--- src/common/ssz_pkg.sv ---
package ssz_pkg;
	// Timing
	localparam int CLK_PERIOD_NS = 10;
	localparam int EVAL_PERIOD_NS = 1000;
	localparam int EVAL_CYCLES = (EVAL_PERIOD_NS / CLK_PERIOD_NS < 1) ? 1 :
		EVAL_PERIOD_NS / CLK_PERIOD_NS;

	// Widths
	localparam int SPD_W = 16;
	localparam int POS_W = 32;
	localparam int ADDR_W = 8;
	localparam int DATA_W = 32;
	localparam int FILT_TC_W = 4;
	localparam int FILT_FRAC = 8;

	// Register byte offsets
	localparam logic [7:0] OFS_CLAMP_THR = 8'h00;
	localparam logic [7:0] OFS_MATCH_WIN = 8'h04;
	localparam logic [7:0] OFS_REACH_THR = 8'h08;
	localparam logic [7:0] OFS_ZERO_THR = 8'h0c;
	localparam logic [7:0] OFS_FILT_TC = 8'h10;
	localparam logic [7:0] OFS_STATUS = 8'h14;
	localparam logic [7:0] OFS_FILT_SPD = 8'h18;
	localparam logic [7:0] OFS_LOCK_POS = 8'h1c;

	// Reset values
	localparam logic [15:0] RST_CLAMP_THR = 16'h000a;
	localparam logic [15:0] RST_MATCH_WIN = 16'h000a;
	localparam logic [15:0] RST_REACH_THR = 16'h03e8;
	localparam logic [15:0] RST_ZERO_THR = 16'h000a;
	localparam logic [3:0] RST_FILT_TC = 4'h4;

	// Legal ranges
	localparam logic [15:0] CLAMP_THR_MAX = 16'h1770;
	localparam logic [15:0] MATCH_WIN_MAX = 16'h0064;
	localparam logic [15:0] REACH_THR_MIN = 16'h000a;
	localparam logic [15:0] REACH_THR_MAX = 16'h1770;
	localparam logic [15:0] ZERO_THR_MIN = 16'h0001;
	localparam logic [15:0] ZERO_THR_MAX = 16'h1770;

	// Status bit positions
	localparam int ST_MATCH = 0;
	localparam int ST_REACH = 1;
	localparam int ST_ZERO = 2;
	localparam int ST_LOCKED = 3;
	localparam int ST_LOCK_REQ = 4;
	localparam int ST_RUN = 5;

	// Position hold loop
	localparam int LOCK_DEADBAND = 1;
	localparam int LOCK_KP_SHIFT = 2;
	localparam int LOCK_REF_MAX = 3000;

	typedef enum logic [1:0] {
		SSZ_MODE_POS = 2'h0,
		SSZ_MODE_SPD = 2'h1,
		SSZ_MODE_TRQ = 2'h2
	} ssz_mode_t;
endpackage

--- src/hw/ssz_speed_status.sv ---
// Our own choices: register access over APB and the register addresses.
`timescale 1ns/1ps
// Contract
// RULE1 - Speed mode, lock input, |cmd| <= clamp threshold: hold; leave above
// RULE2 - After leaving hold, follow the present speed command immediately
// RULE3 - Hold runs a position loop within one pulse, command ignored
// RULE4 - Lock input inactive: zero lock disabled, never entered
// RULE5 - Speed mode: match on when |filtered speed - command| <= window
// RULE6 - Match off whenever the difference exceeds the window
// RULE7 - Match held off when not running or not in speed mode
// RULE8 - Reached on when |filtered speed| > reach threshold, else off
// RULE9 - Reached evaluated regardless of run state and mode
// RULE10 - Zero speed on when |filtered speed| < zero threshold
// RULE11 - Zero speed off when |filtered speed| not below threshold
// RULE12 - Zero speed evaluated regardless of run state and mode
// RULE13 - Actual speed low-pass filtered with programmable time constant
// RULE14 - New threshold used at the next evaluation, no stop needed
// RULE15 - All three comparators share one filtered speed value
module ssz_speed_status import ssz_pkg::*; #(
	parameter int SW = SPD_W,
	parameter int PW = POS_W,
	parameter int EVAL_DIV = EVAL_CYCLES
) (
	// Clock and reset
	input wire logic i_sys_clk,
	input wire logic i_rst,
	// APB slave
	input wire logic i_psel,
	input wire logic i_penable,
	input wire logic i_pwrite,
	input wire logic [ADDR_W-1:0] i_paddr,
	input wire logic [DATA_W-1:0] i_pwdata,
	output logic [DATA_W-1:0] o_prdata,
	output logic o_pready,
	output logic o_pslverr,
	// Drive state
	input wire logic i_run,
	input wire logic [1:0] i_ctrl_mode,
	input wire logic signed [SW-1:0] i_speed_act,
	input wire logic signed [SW-1:0] i_speed_cmd,
	input wire logic signed [PW-1:0] i_enc_pos,
	// Digital input terminal
	input wire logic i_zero_lock_request_input,
	// Speed loop reference
	output logic signed [SW-1:0] o_speed_ref,
	output logic o_zero_locked,
	// Digital output terminals
	output logic o_speed_match,
	output logic o_speed_reached,
	output logic o_zero_speed
);
	// Configuration registers
	logic [15:0] zero_clamp_threshold_q;
	logic [15:0] speed_match_window_q;
	logic [15:0] speed_reach_threshold_q;
	logic [15:0] zero_speed_threshold_q;
	logic [FILT_TC_W-1:0] speed_filter_time_constant_q;

	// Input synchroniser
	logic lock_req_meta_q;
	logic lock_req_q;

	// Evaluation timing
	logic [$clog2(EVAL_DIV+1)-1:0] div_q;
	logic eval_tick;
	logic eval_cmp_q;

	// Shared filtered speed
	logic signed [SW-1:0] filt_spd;
	logic [SW-1:0] filt_abs;

	// Comparator terms
	logic speed_mode;
	logic signed [SW:0] spd_diff;
	logic [SW:0] diff_abs;
	logic match_ok;
	logic reach_ok;
	logic zero_ok;

	// Lock point
	logic signed [PW-1:0] lock_pos;

	// Bus decode
	logic setup_ph;
	logic access_ph;
	logic addr_hit;
	logic addr_hit_q;
	logic [DATA_W-1:0] rd_mux;
	logic wr_en;
	logic [15:0] wr_val;

	// Two flops before any use of the terminal input
	always_ff @(posedge i_sys_clk) begin
		if (i_rst) begin
			lock_req_meta_q <= 1'b0;
			lock_req_q <= 1'b0;
		end else begin
			lock_req_meta_q <= i_zero_lock_request_input;
			lock_req_q <= lock_req_meta_q;
		end
	end

	assign speed_mode = i_ctrl_mode == SSZ_MODE_SPD;

	// Evaluation strobe divider
	always_ff @(posedge i_sys_clk) begin
		if (i_rst) begin
			div_q <= '0;
		end else if (eval_tick) begin
			div_q <= '0;
		end else begin
			div_q <= div_q + 1'b1;
		end
	end

	assign eval_tick = div_q == ($clog2(EVAL_DIV+1))'(EVAL_DIV - 1);

	// Comparators run two cycles after the filter step, when its output settled
	logic eval_d1_q;
	always_ff @(posedge i_sys_clk) begin
		if (i_rst) begin
			eval_d1_q <= 1'b0;
			eval_cmp_q <= 1'b0;
		end else begin
			eval_d1_q <= eval_tick;
			eval_cmp_q <= eval_d1_q;
		end
	end

	ssz_speed_filter #(
		.SW(SW)
	) u_filter (
		.i_sys_clk(i_sys_clk),
		.i_rst(i_rst),
		.i_eval(eval_tick),
		.i_tc(speed_filter_time_constant_q),
		.i_speed(i_speed_act),
		.o_filt(filt_spd),
		.o_abs(filt_abs)
	); // [RULE13] [RULE15]

	ssz_zero_lock #(
		.SW(SW),
		.PW(PW)
	) u_lock (
		.i_sys_clk(i_sys_clk),
		.i_rst(i_rst),
		.i_speed_mode(speed_mode),
		.i_lock_req(lock_req_q),
		.i_speed_cmd(i_speed_cmd),
		.i_clamp_thr(zero_clamp_threshold_q),
		.i_enc_pos(i_enc_pos),
		.o_locked(o_zero_locked),
		.o_lock_pos(lock_pos),
		.o_speed_ref(o_speed_ref)
	); // [RULE1] [RULE4]

	// Comparisons on the one shared filtered value
	always_comb begin
		spd_diff = (SW+1)'(filt_spd) - (SW+1)'(i_speed_cmd);
		diff_abs = spd_diff[SW] ? (SW+1)'(-spd_diff) : (SW+1)'(spd_diff);
		match_ok = diff_abs <= (SW+1)'(speed_match_window_q); // [RULE5] [RULE6]
		reach_ok = filt_abs > speed_reach_threshold_q; // [RULE8] [RULE15]
		zero_ok = filt_abs < zero_speed_threshold_q; // [RULE10] [RULE11]
	end

	// Match is gated at once when stopped or out of speed mode
	always_ff @(posedge i_sys_clk) begin
		if (i_rst) begin
			o_speed_match <= 1'b0;
		end else if (!i_run || !speed_mode) begin
			o_speed_match <= 1'b0; // [RULE7]
		end else if (eval_cmp_q) begin
			o_speed_match <= match_ok; // [RULE5] [RULE6]
		end
	end

	// No run or mode term here by design
	always_ff @(posedge i_sys_clk) begin
		if (i_rst) begin
			o_speed_reached <= 1'b0;
		end else if (eval_cmp_q) begin
			o_speed_reached <= reach_ok; // [RULE8] [RULE9]
		end
	end

	always_ff @(posedge i_sys_clk) begin
		if (i_rst) begin
			o_zero_speed <= 1'b0;
		end else if (eval_cmp_q) begin
			o_zero_speed <= zero_ok; // [RULE10] [RULE12]
		end
	end

	// APB decode, zero wait states
	assign setup_ph = i_psel && !i_penable;
	assign access_ph = i_psel && i_penable;
	assign o_pready = access_ph;
	assign o_pslverr = access_ph && !addr_hit_q;
	assign wr_en = access_ph && i_pwrite && addr_hit_q;
	assign wr_val = i_pwdata[15:0];

	always_comb begin
		addr_hit = 1'b1;
		rd_mux = '0;
		case (i_paddr)
			OFS_CLAMP_THR: rd_mux[15:0] = zero_clamp_threshold_q;
			OFS_MATCH_WIN: rd_mux[15:0] = speed_match_window_q;
			OFS_REACH_THR: rd_mux[15:0] = speed_reach_threshold_q;
			OFS_ZERO_THR: rd_mux[15:0] = zero_speed_threshold_q;
			OFS_FILT_TC: rd_mux[FILT_TC_W-1:0] = speed_filter_time_constant_q;
			OFS_STATUS: begin
				rd_mux[ST_MATCH] = o_speed_match;
				rd_mux[ST_REACH] = o_speed_reached;
				rd_mux[ST_ZERO] = o_zero_speed;
				rd_mux[ST_LOCKED] = o_zero_locked;
				rd_mux[ST_LOCK_REQ] = lock_req_q;
				rd_mux[ST_RUN] = i_run;
			end
			OFS_FILT_SPD: rd_mux = DATA_W'(filt_spd);
			OFS_LOCK_POS: rd_mux = DATA_W'(lock_pos);
			default: addr_hit = 1'b0;
		endcase
	end

	// Read data captured in the setup cycle so it comes from flops
	always_ff @(posedge i_sys_clk) begin
		if (i_rst) begin
			o_prdata <= '0;
			addr_hit_q <= 1'b0;
		end else if (setup_ph) begin
			o_prdata <= i_pwrite ? '0 : rd_mux;
			addr_hit_q <= addr_hit;
		end
	end

	// Writes saturate into the legal range; live, no stop needed
	always_ff @(posedge i_sys_clk) begin
		if (i_rst) begin
			zero_clamp_threshold_q <= RST_CLAMP_THR;
		end else if (wr_en && i_paddr == OFS_CLAMP_THR) begin
			zero_clamp_threshold_q <= (wr_val > CLAMP_THR_MAX) ?
				CLAMP_THR_MAX : wr_val; // [RULE14]
		end
	end

	always_ff @(posedge i_sys_clk) begin
		if (i_rst) begin
			speed_match_window_q <= RST_MATCH_WIN;
		end else if (wr_en && i_paddr == OFS_MATCH_WIN) begin
			speed_match_window_q <= (wr_val > MATCH_WIN_MAX) ?
				MATCH_WIN_MAX : wr_val; // [RULE14]
		end
	end

	always_ff @(posedge i_sys_clk) begin
		if (i_rst) begin
			speed_reach_threshold_q <= RST_REACH_THR;
		end else if (wr_en && i_paddr == OFS_REACH_THR) begin
			if (wr_val < REACH_THR_MIN) begin
				speed_reach_threshold_q <= REACH_THR_MIN;
			end else if (wr_val > REACH_THR_MAX) begin
				speed_reach_threshold_q <= REACH_THR_MAX;
			end else begin
				speed_reach_threshold_q <= wr_val; // [RULE14]
			end
		end
	end

	always_ff @(posedge i_sys_clk) begin
		if (i_rst) begin
			zero_speed_threshold_q <= RST_ZERO_THR;
		end else if (wr_en && i_paddr == OFS_ZERO_THR) begin
			if (wr_val < ZERO_THR_MIN) begin
				zero_speed_threshold_q <= ZERO_THR_MIN;
			end else if (wr_val > ZERO_THR_MAX) begin
				zero_speed_threshold_q <= ZERO_THR_MAX;
			end else begin
				zero_speed_threshold_q <= wr_val; // [RULE14]
			end
		end
	end

	// Filter constant takes effect at the next filter step
	always_ff @(posedge i_sys_clk) begin
		if (i_rst) begin
			speed_filter_time_constant_q <= RST_FILT_TC;
		end else if (wr_en && i_paddr == OFS_FILT_TC) begin
			speed_filter_time_constant_q <= i_pwdata[FILT_TC_W-1:0]; // [RULE13]
		end
	end
endmodule // ssz_speed_status

--- src/hw/ssz_speed_filter.sv ---
`timescale 1ns/1ps
module ssz_speed_filter import ssz_pkg::*; #(
	parameter int SW = SPD_W
) (
	// Clock and reset
	input wire logic i_sys_clk,
	input wire logic i_rst,
	// Control
	input wire logic i_eval,
	input wire logic [FILT_TC_W-1:0] i_tc,
	input wire logic signed [SW-1:0] i_speed,
	// Result
	output logic signed [SW-1:0] o_filt,
	output logic [SW-1:0] o_abs
);
	localparam int AW = SW + FILT_FRAC;
	logic signed [AW-1:0] acc_q;
	logic signed [AW:0] diff;
	logic signed [AW:0] step;
	logic signed [SW-1:0] filt;

	// First-order lag, time constant 2^tc evaluation periods [RULE13]
	always_comb begin
		// Sign-extend before scaling so reverse speeds filter correctly
		diff = ((AW+1)'(i_speed) <<< FILT_FRAC) - (AW+1)'(acc_q);
		step = diff >>> i_tc;
	end

	always_ff @(posedge i_sys_clk) begin
		if (i_rst) begin
			acc_q <= '0;
		end else if (i_eval) begin
			acc_q <= AW'(acc_q + step[AW-1:0]);
		end
	end

	assign filt = acc_q[AW-1:FILT_FRAC];

	// Shared value for every comparator [RULE15]
	always_ff @(posedge i_sys_clk) begin
		if (i_rst) begin
			o_filt <= '0;
			o_abs <= '0;
		end else begin
			o_filt <= filt;
			o_abs <= filt[SW-1] ? SW'(~filt + 1'b1) : filt;
		end
	end
endmodule // ssz_speed_filter

--- src/hw/ssz_zero_lock.sv ---
`timescale 1ns/1ps
module ssz_zero_lock import ssz_pkg::*; #(
	parameter int SW = SPD_W,
	parameter int PW = POS_W
) (
	// Clock and reset
	input wire logic i_sys_clk,
	input wire logic i_rst,
	// Conditions
	input wire logic i_speed_mode,
	input wire logic i_lock_req,
	input wire logic signed [SW-1:0] i_speed_cmd,
	input wire logic [15:0] i_clamp_thr,
	input wire logic signed [PW-1:0] i_enc_pos,
	// Results
	output logic o_locked,
	output logic signed [PW-1:0] o_lock_pos,
	output logic signed [SW-1:0] o_speed_ref
);
	typedef enum logic [1:0] {
		ST_FOLLOW = 2'b01,
		ST_HOLD = 2'b10
	} ssz_lock_state_t;

	localparam logic signed [PW+3:0] REF_MAX = (PW+4)'(LOCK_REF_MAX);
	localparam logic signed [PW:0] DEADBAND = (PW+1)'(LOCK_DEADBAND);

	ssz_lock_state_t state_q;
	logic [SW:0] cmd_mag;
	logic small_cmd;
	logic signed [PW:0] err;
	logic signed [PW+3:0] scaled;
	logic signed [SW-1:0] hold_ref;

	always_comb begin
		cmd_mag = i_speed_cmd[SW-1] ? (SW+1)'(-$signed({i_speed_cmd[SW-1],
			i_speed_cmd})) : (SW+1)'(i_speed_cmd);
		small_cmd = cmd_mag <= (SW+1)'(i_clamp_thr);
	end

	always_ff @(posedge i_sys_clk) begin
		if (i_rst) begin
			state_q <= ST_FOLLOW;
		end else begin
			case (state_q)
				ST_FOLLOW: begin
					if (i_speed_mode && i_lock_req && small_cmd) begin // [RULE1]
						state_q <= ST_HOLD;
					end
				end
				ST_HOLD: begin
					if (!i_lock_req || !i_speed_mode) begin // [RULE4]
						state_q <= ST_FOLLOW;
					end else if (!small_cmd) begin // [RULE1]
						state_q <= ST_FOLLOW;
					end
				end
				default: state_q <= ST_FOLLOW;
			endcase
		end
	end

	// Lock point is where the shaft sat on entry
	always_ff @(posedge i_sys_clk) begin
		if (i_rst) begin
			o_lock_pos <= '0;
		end else if (state_q == ST_FOLLOW && i_speed_mode && i_lock_req &&
			small_cmd) begin
			o_lock_pos <= i_enc_pos; // [RULE3]
		end
	end

	// Proportional pull-back, quiet inside one pulse [RULE3]
	always_comb begin
		err = (PW+1)'(o_lock_pos) - (PW+1)'(i_enc_pos);
		scaled = (PW+4)'(err) <<< LOCK_KP_SHIFT;
		if (err <= DEADBAND && err >= -DEADBAND) begin
			hold_ref = '0;
		end else if (scaled > REF_MAX) begin
			hold_ref = SW'(REF_MAX);
		end else if (scaled < -REF_MAX) begin
			hold_ref = SW'(-REF_MAX);
		end else begin
			hold_ref = scaled[SW-1:0];
		end
	end

	// Command ignored in hold, followed again at once after [RULE2]
	always_ff @(posedge i_sys_clk) begin
		if (i_rst) begin
			o_speed_ref <= '0;
			o_locked <= 1'b0;
		end else begin
			o_speed_ref <= (state_q == ST_HOLD) ? hold_ref : i_speed_cmd; // [RULE3]
			o_locked <= state_q == ST_HOLD;
		end
	end
endmodule // ssz_zero_lock

--- config.mk ---
export PLATFORM = sky130hd
export DESIGN_NAME = ssz_speed_status
export DESIGN_NICKNAME = d
export VERILOG_FILES = /design/src/common/ssz_pkg.sv /design/src/hw/ssz_speed_status.sv /design/src/hw/ssz_speed_filter.sv /design/src/hw/ssz_zero_lock.sv
export SDC_FILE = /design/constraint.sdc
export NUM_CORES = 1
export LEC_CHECK = 0
export BUFFER_PORTS_ARGS = -buffer_cell sky130_fd_sc_hd__buf_2
export CAP_MARGIN = 10
export CELL_PAD_IN_SITES_DETAIL_PLACEMENT = 0
export CELL_PAD_IN_SITES_GLOBAL_PLACEMENT = 1
export CORE_MARGIN = 3
export CORE_UTILIZATION = 46
export CTS_BUF_LIST = sky130_fd_sc_hd__clkbuf_4
export CTS_CLUSTER_DIAMETER = 150
export DETAILED_ROUTE_END_ITERATION = 8
export GPL_ROUTABILITY_DRIVEN = 1
export PLACE_DENSITY = 0.81
export SETUP_SLACK_MARGIN = 0.5
export SYNTH_ARGS = -nofsm -noshare
export SYNTH_HDL_FRONTEND = slang
export SYNTH_SLANG_ARGS = --single-unit
--- constraint.sdc ---
create_clock -name i_sys_clk -period 7 [get_ports i_sys_clk]
set_clock_uncertainty 0.05 [all_clocks]
set_input_delay 0.7 -clock i_sys_clk [delete_from_list [all_inputs] [get_ports i_sys_clk]]
set_output_delay 0.7 -clock i_sys_clk [all_outputs]
set_load 0.01 [all_outputs]
======== Word level (Yosys, flattened, before mapping) ========
Cells that the tools add are included.
storage, ports and cells
  bits in registers ....................... 222
  input port bits ......................... 113
  output and inout bits ................... 54
  logic and storage cells ................. 109
operators by class
  $add $sub $neg .......................... 8
  $lt $le $gt $ge ......................... 12
  equality and inequality tests ........... 13
  shift-type cells ........................ 1
  multiplexer cells ....................... 21
  bitwise logic cells ..................... 2
  reduce and logical (&&, ||, !) cells .... 29
operator list
  cell                     number
  $mux W16                 8
  $pmux W10 S6             1
  $gt A35 B13 Y1 const B   1
  $lt A35 B13 Y1 const B   1
  $le A17 B16 Y1           2
  $mux W17                 2
  $ge A33 B1 Y1 const B    1
  $le A33 B2 Y1 const B    1
  $sub A32 B32 Y33         1
  $eq A8 B5 Y1 const B     4
  $mux W32                 1
  $pmux W16 S2             1
  $pmux W4 S8              1
  $sshr A25 B4 Y24         1
  $sub A24 B24 Y25         1
  $add A24 B24 Y24         1
  $neg A16 Y17             1
  $neg A17 Y17             1
  $sub A16 B16 Y17         1
  $add A16 B1 Y16 const B  1
  $eq A8 B4 Y1 const B     2
  $gt A16 B13 Y1 const B   1
  $gt A16 B16 Y1           1
  $gt A16 B7 Y1 const B    1
  other kinds (24)         49

======== Logic depth before layout (Yosys ltp) ========
  word-level depth ........................ 6
  depth in mapped cells ................... 27
  mapped depth without buffers ............ 27

======== Modules after synthesis ========
Synthesis repeated with hierarchy kept, for this count alone.
second synthesis, totals
  cell total of the unflattened synthesis .. 2,370
  area, all modules ....................... 18,425.2 sq um
modules (own cells, without submodules)
  module            times used  cells an instance  area an instance (sq um)  sequential area each (sq um)
  ssz_speed_status  1           935                7,418.4                   2,302.2
  ssz_speed_filter  1           712                5,526.6                   1,101.1
  ssz_zero_lock     1           723                5,480.3                   1,021.0

======== Least setup slack after synthesis ========
OpenSTA, ideal clock, no wires.
  path type ............................... input port to flip-flop
  from .................................... in i_speed_act[0]
  to ...................................... reg u_filter.acc_q[22]
  arrival time ............................ 5,321 ps
  data required time ...................... 6,871 ps
  slack ................................... 1,550 ps
  stages on the path ...................... 22
  buffers on the path ..................... 0
  path through ............................ ha_1 nor2b_1 nand4_1 o211ai_1 and4_1 or4b_1 nand3_1 mux2i_1 mux4_2 mux2i_1 ha_1 nor2b_1 o21ai_0 a21oi_1 o21ai_0 a2111oi_0 o31ai_1 o21ai_0 a211oi_1 nor3b_1 or3_1 o211ai_1
on the way
  longest elaborated chain between the ends .. 3
RTL lines
  item                    RTL line                RTL
  start: declaration      ssz_speed_status.sv:39  input wire logic signed [SW-1:0] i_speed_act,
  $sub A24 B24 Y25        ssz_speed_filter.sv:25  diff = ((AW+1)'(i_speed) <<< FILT_FRAC) - (AW+1)'(acc_q);
  $sshr A25 B4 Y24        ssz_speed_filter.sv:26  step = diff >>> i_tc;
  $add A24 B24 Y24        ssz_speed_filter.sv:33  acc_q <= AW'(acc_q + step[AW-1:0]);
  end signal: assignment  ssz_speed_filter.sv:33
  end: declaration        ssz_speed_filter.sv:17  logic signed [AW-1:0] acc_q;
Every way passes these cells.
A chain may end at the register's enable or synchronous reset.

======== Worst setup path in the final report ========
  from .................................... reg u_filter.acc_q[8]
  to ...................................... reg u_filter.acc_q[22]
on the way
  longest elaborated chain between the ends .. 3
RTL lines
  item                RTL line
  $sub A24 B24 Y25    ssz_speed_filter.sv:25
  $sshr A25 B4 Y24    ssz_speed_filter.sv:26
  $add A24 B24 Y24 *  ssz_speed_filter.sv:33
Mark *: on every way between the ends. The rest lies on a longest branch, timed or not.

==> results by group <==
Clock tree
  – H-tree Lvls: 2
  – Clk_lat worst skew: 750 ps
  – CTS root buffer: clkbuf_4
  – Num CTS Buffers: 58
  – CTS sink count: 221
  – TritonCTS clock tree: done
  – CTS Buffer Depth: 3
  – Clock transition at the registers of the reported paths: 70 ps
  – Hold Buf Count CTS: 0

STA
  – Max Fclk: 164 MHz
  – Relative slew slack: 5.60%
  – Final hold slack: 154 ps
  – Least-Margin Pin Slew: 1410 ps
  – Hold Violations, Final: 0
  – Total Negative Setup Slacks: 0 ps
  – RSZ-0062 raised after global routing: yes
  – Final setup fails: 0
  – Final period utilization: 87.1%
  – Crit path time final: 6100 ps
  – Final Max Slew Viols: 0

Setup path
  – Worst setup SP type: register
  – Critical Path RT: 7510 ps
  – CP top delay family: compound AO/OA/AOI/OAI gates
  – Worst setup EP type: register
  – Worst reg2reg path startpoint: u_filter.acc_q[8]$_SDFFE_PP0P_
  – Max Fanout on Critical Path: 5
  – Crit path depth: 28
  – Worst setup path end: u_filter.acc_q[22]$_SDFFE_PP0P_
  – Worst path max stage delay: 410 ps
  – Worst r2r path cells: 28
  – Most common cell on crit path: o21ai_0
  – Crit path max-delay cell type: a2111oi_1
  – CP Class: reg -> reg
  – Setup crit start: u_filter.acc_q[8]$_SDFFE_PP0P_
  – Reg2reg end: u_filter.acc_q[22]$_SDFFE_PP0P_
  – Register-to-Register Setup Slack: 900 ps
  – Buf/Inv on CP: 3
  – Worst endpoint data arrival time: 6600 ps

Die
  – Initial core utilization: 47.0%
  – Rows: 70
  – Die area: 40100 sq um
  – Core Box Area: 36900 sq um
  – # IOs: 167
  – Die Ht: 200 microns
  – Die Width: 200 microns

Synth
  – Synth Flop Type: dfxtp_1
  – Register area share after synthesis: 25.5%
  – Yosys warning total: 0
  – Syn Inst Count: 2246
  – Post-synth EDFFs: 0
  – Syn avg cell area: 7.72 sq um
  – Synth cell types: 91
  – Async SR Flop Fraction: 0%
  – Mapped cell area: 17300 sq um
  – Syn nets: 2521
  – Number of synthesized register bits: 221

Routing
  – DRC viols: 0
  – Routed wire length: 56500 microns
  – Initial DRC count: 1315
  – Vias/cell: 5.80
  – Remaining antenna violation count: 0
  – DR pass1 iterations: 6
  – Via count: 17.0k
  – Routed WL per cell: 19.3 microns

Power
  – Total leakage power: 0.00816 uW
  – Pwr Density: 148 nW/um^2
  – VDD IR-drop max: 0.0879 mV

Run
  – Max-Cap Viols: 0

Hold path
  – Hold Path Class: in -> reg

Layout
  – Highest-count cells in the layout ignoring fill and taps: nor2_1 (225), dfxtp_1 (221), a21oi_1 (192), inv_1 (164), nand2_1 (163)
  – P&R area growth vs syn: 11.3%
  – Most common cell after layout, fill and taps aside: nor2_1
  – Ratio of cells with drive above 1 in the final layout: 13.3%
  – Nets: 2657

Run status
  – Outcome: finished clean

Global route
  – Largest net degree at the start of global routing: 104
  – Gr ovfl total: 0
  – Initial antenna violation count: 3
  – Global-route wire length before repair: 88400 microns
  – GR Util All Layers: 27.0%
  – Number of global-route vias before repair: 16.3k

Placement
  – RD Place Congestion: 0.915
  – I/O Buffers: 150
  – Dpl hpwl: 45200 microns
-- repair_timing --
action | 4_1_cts | 5_1_grt
gates resized for setup | 0 | 11
setup endpoints to repair | 0 | 4
setup buffers | 0 | 0
-- cell usage after synthesis (7+ instances only) --
cell type | number | area share, %
dfxtp_1 | 221 | 26
a21boi_0 | 7 | 0.30
xor2_1 | 37 | 1.9
nand3_1 | 47 | 1.4
or2_2 | 9 | 0.32
a211oi_1 | 35 | 1.5
and3_1 | 18 | 0.65
nand4_1 | 33 | 1.2
o21bai_1 | 8 | 0.35
ha_1 | 159 | 11
o21a_1 | 26 | 1.1
a21o_1 | 43 | 1.9
o21ai_0 | 76 | 2.2
a221oi_1 | 9 | 0.45
or3_1 | 14 | 0.51
o21ai_1 | 16 | 0.46
o2111ai_1 | 7 | 0.35
and2_1 | 21 | 0.76
a22oi_1 | 55 | 2.4
mux2i_1 | 66 | 3.8
nand3b_1 | 7 | 0.30
xnor2_1 | 70 | 3.5
buf_2 | 8 | 0.23
o211ai_1 | 21 | 0.91
nor2_1 | 226 | 4.9
a31oi_1 | 30 | 1.1
nor4_1 | 17 | 0.61
o31ai_1 | 14 | 0.61
clkbuf_1 | 75 | 1.6
a211o_1 | 11 | 0.56
or4_1 | 7 | 0.30
a21oi_1 | 193 | 5.6
nor3_1 | 72 | 2.1
nand2_1 | 163 | 3.5
nor2b_1 | 35 | 1.3
nand2b_1 | 97 | 3.5
buf_1 | 11 | 0.24
nor3b_1 | 9 | 0.39
inv_1 | 164 | 3.5
mux2_2 | 10 | 0.65
-- how the worst min path moves through the flow --
stage / from / to / cells after the start
after floorplan: lock_req_q$_SDFF_PP0_ / u_lock.state_q[0]$_SDFFE_PP1P_ / 1
after global placement: eval_d1_q$_SDFF_PP0_ / eval_cmp_q$_SDFF_PP0_ / 1
after detailed placement: eval_d1_q$_SDFF_PP0_ / eval_cmp_q$_SDFF_PP0_ / 1
after CTS: i_speed_cmd[2] / u_lock.o_speed_ref[2]$_SDFF_PP0_ / 3
after global routing: i_zero_lock_request_input / lock_req_meta_q$_SDFF_PP0_ / 2
final: i_speed_cmd[2] / u_lock.o_speed_ref[2]$_SDFF_PP0_ / 3
-- flip-flops by register name, indices dropped and copies added (netlist names), 4 cells and up --
name                          cells
div_q                             7
u_filter.o_abs                   16
zero_clamp_threshold_q           16
o_prdata                         32
u_filter.acc_q                   24
u_filter.o_filt                  15
speed_filter_time_constant_q      4
u_lock.o_speed_ref               16
u_lock.o_lock_pos                32
speed_reach_threshold_q          16
speed_match_window_q             16
zero_speed_threshold_q           16
-- report_power, final --
part / switching [uW] / internal [uW] / total, uW
sequential: 5.85 / 1270 / 1270
combinational: 296 / 197 / 493
clock: 568 / 522 / 1090
total: 871 / 1990 / 2860
-- cell families after synthesis --
logic type | count (synthesis) | synth area share (%)
xor+xnor | 107 | 5.40
mux | 79 | 4.85
compound gates | 622 | 23.9
fa+ha+maj | 162 | 11.8
simple gates | 793 | 22.8
buf+inv | 262 | 5.75
flops | 221 | 25.5
-- cell type report --
cell class | instances | area, sq um
Antenna cell | 2 | 5.00
Clock buffer | 78 | 586
Clock inverter | 28 | 119
Fill cell | 3646 | 17600
Inverter | 167 | 627
Multi-Input combinational cell | 1763 | 12000
Sequential cell | 221 | 4420
Tap cell | 504 | 631
Timing Repair Buffer | 171 | 915
-- metal layers --
layer  vias to the layer above  track usage (%)  share of wire (%)
met3                       109             3.88                5.1
met2                       491             47.2                 48
met5                         -                0              0.039
li1                       8378                -                  -
met4                         4             10.3                3.5
met1                      8032             33.8                 43
-- worst reg2reg max path: cells and delay by family, from the launching register on --
kind	cells	cell delay, ps
AOI/OAI and AO/OA	13	2390
adders and majority gates	3	910
buffers and inverters	3	400
DFF	1	400
muxes	2	500
and+or+nand+nor	7	1300
-- per-stage QoR --
stage	setup slack [ps]	utilization, %	total power, uW	instances	cell area, sq um
after detailed placement	505	50.3	1780	2826	18500
after CTS	729	52.2	2880	2932	19200
after global placement	580	50.3	1780	2826	18500
final	904	52.3	2860	2934	19300
after global routing	424	52.3	3000	2934	19300
after floorplan	1550	-	1640	2246	17300
Power figures use the tool's default switching activity.
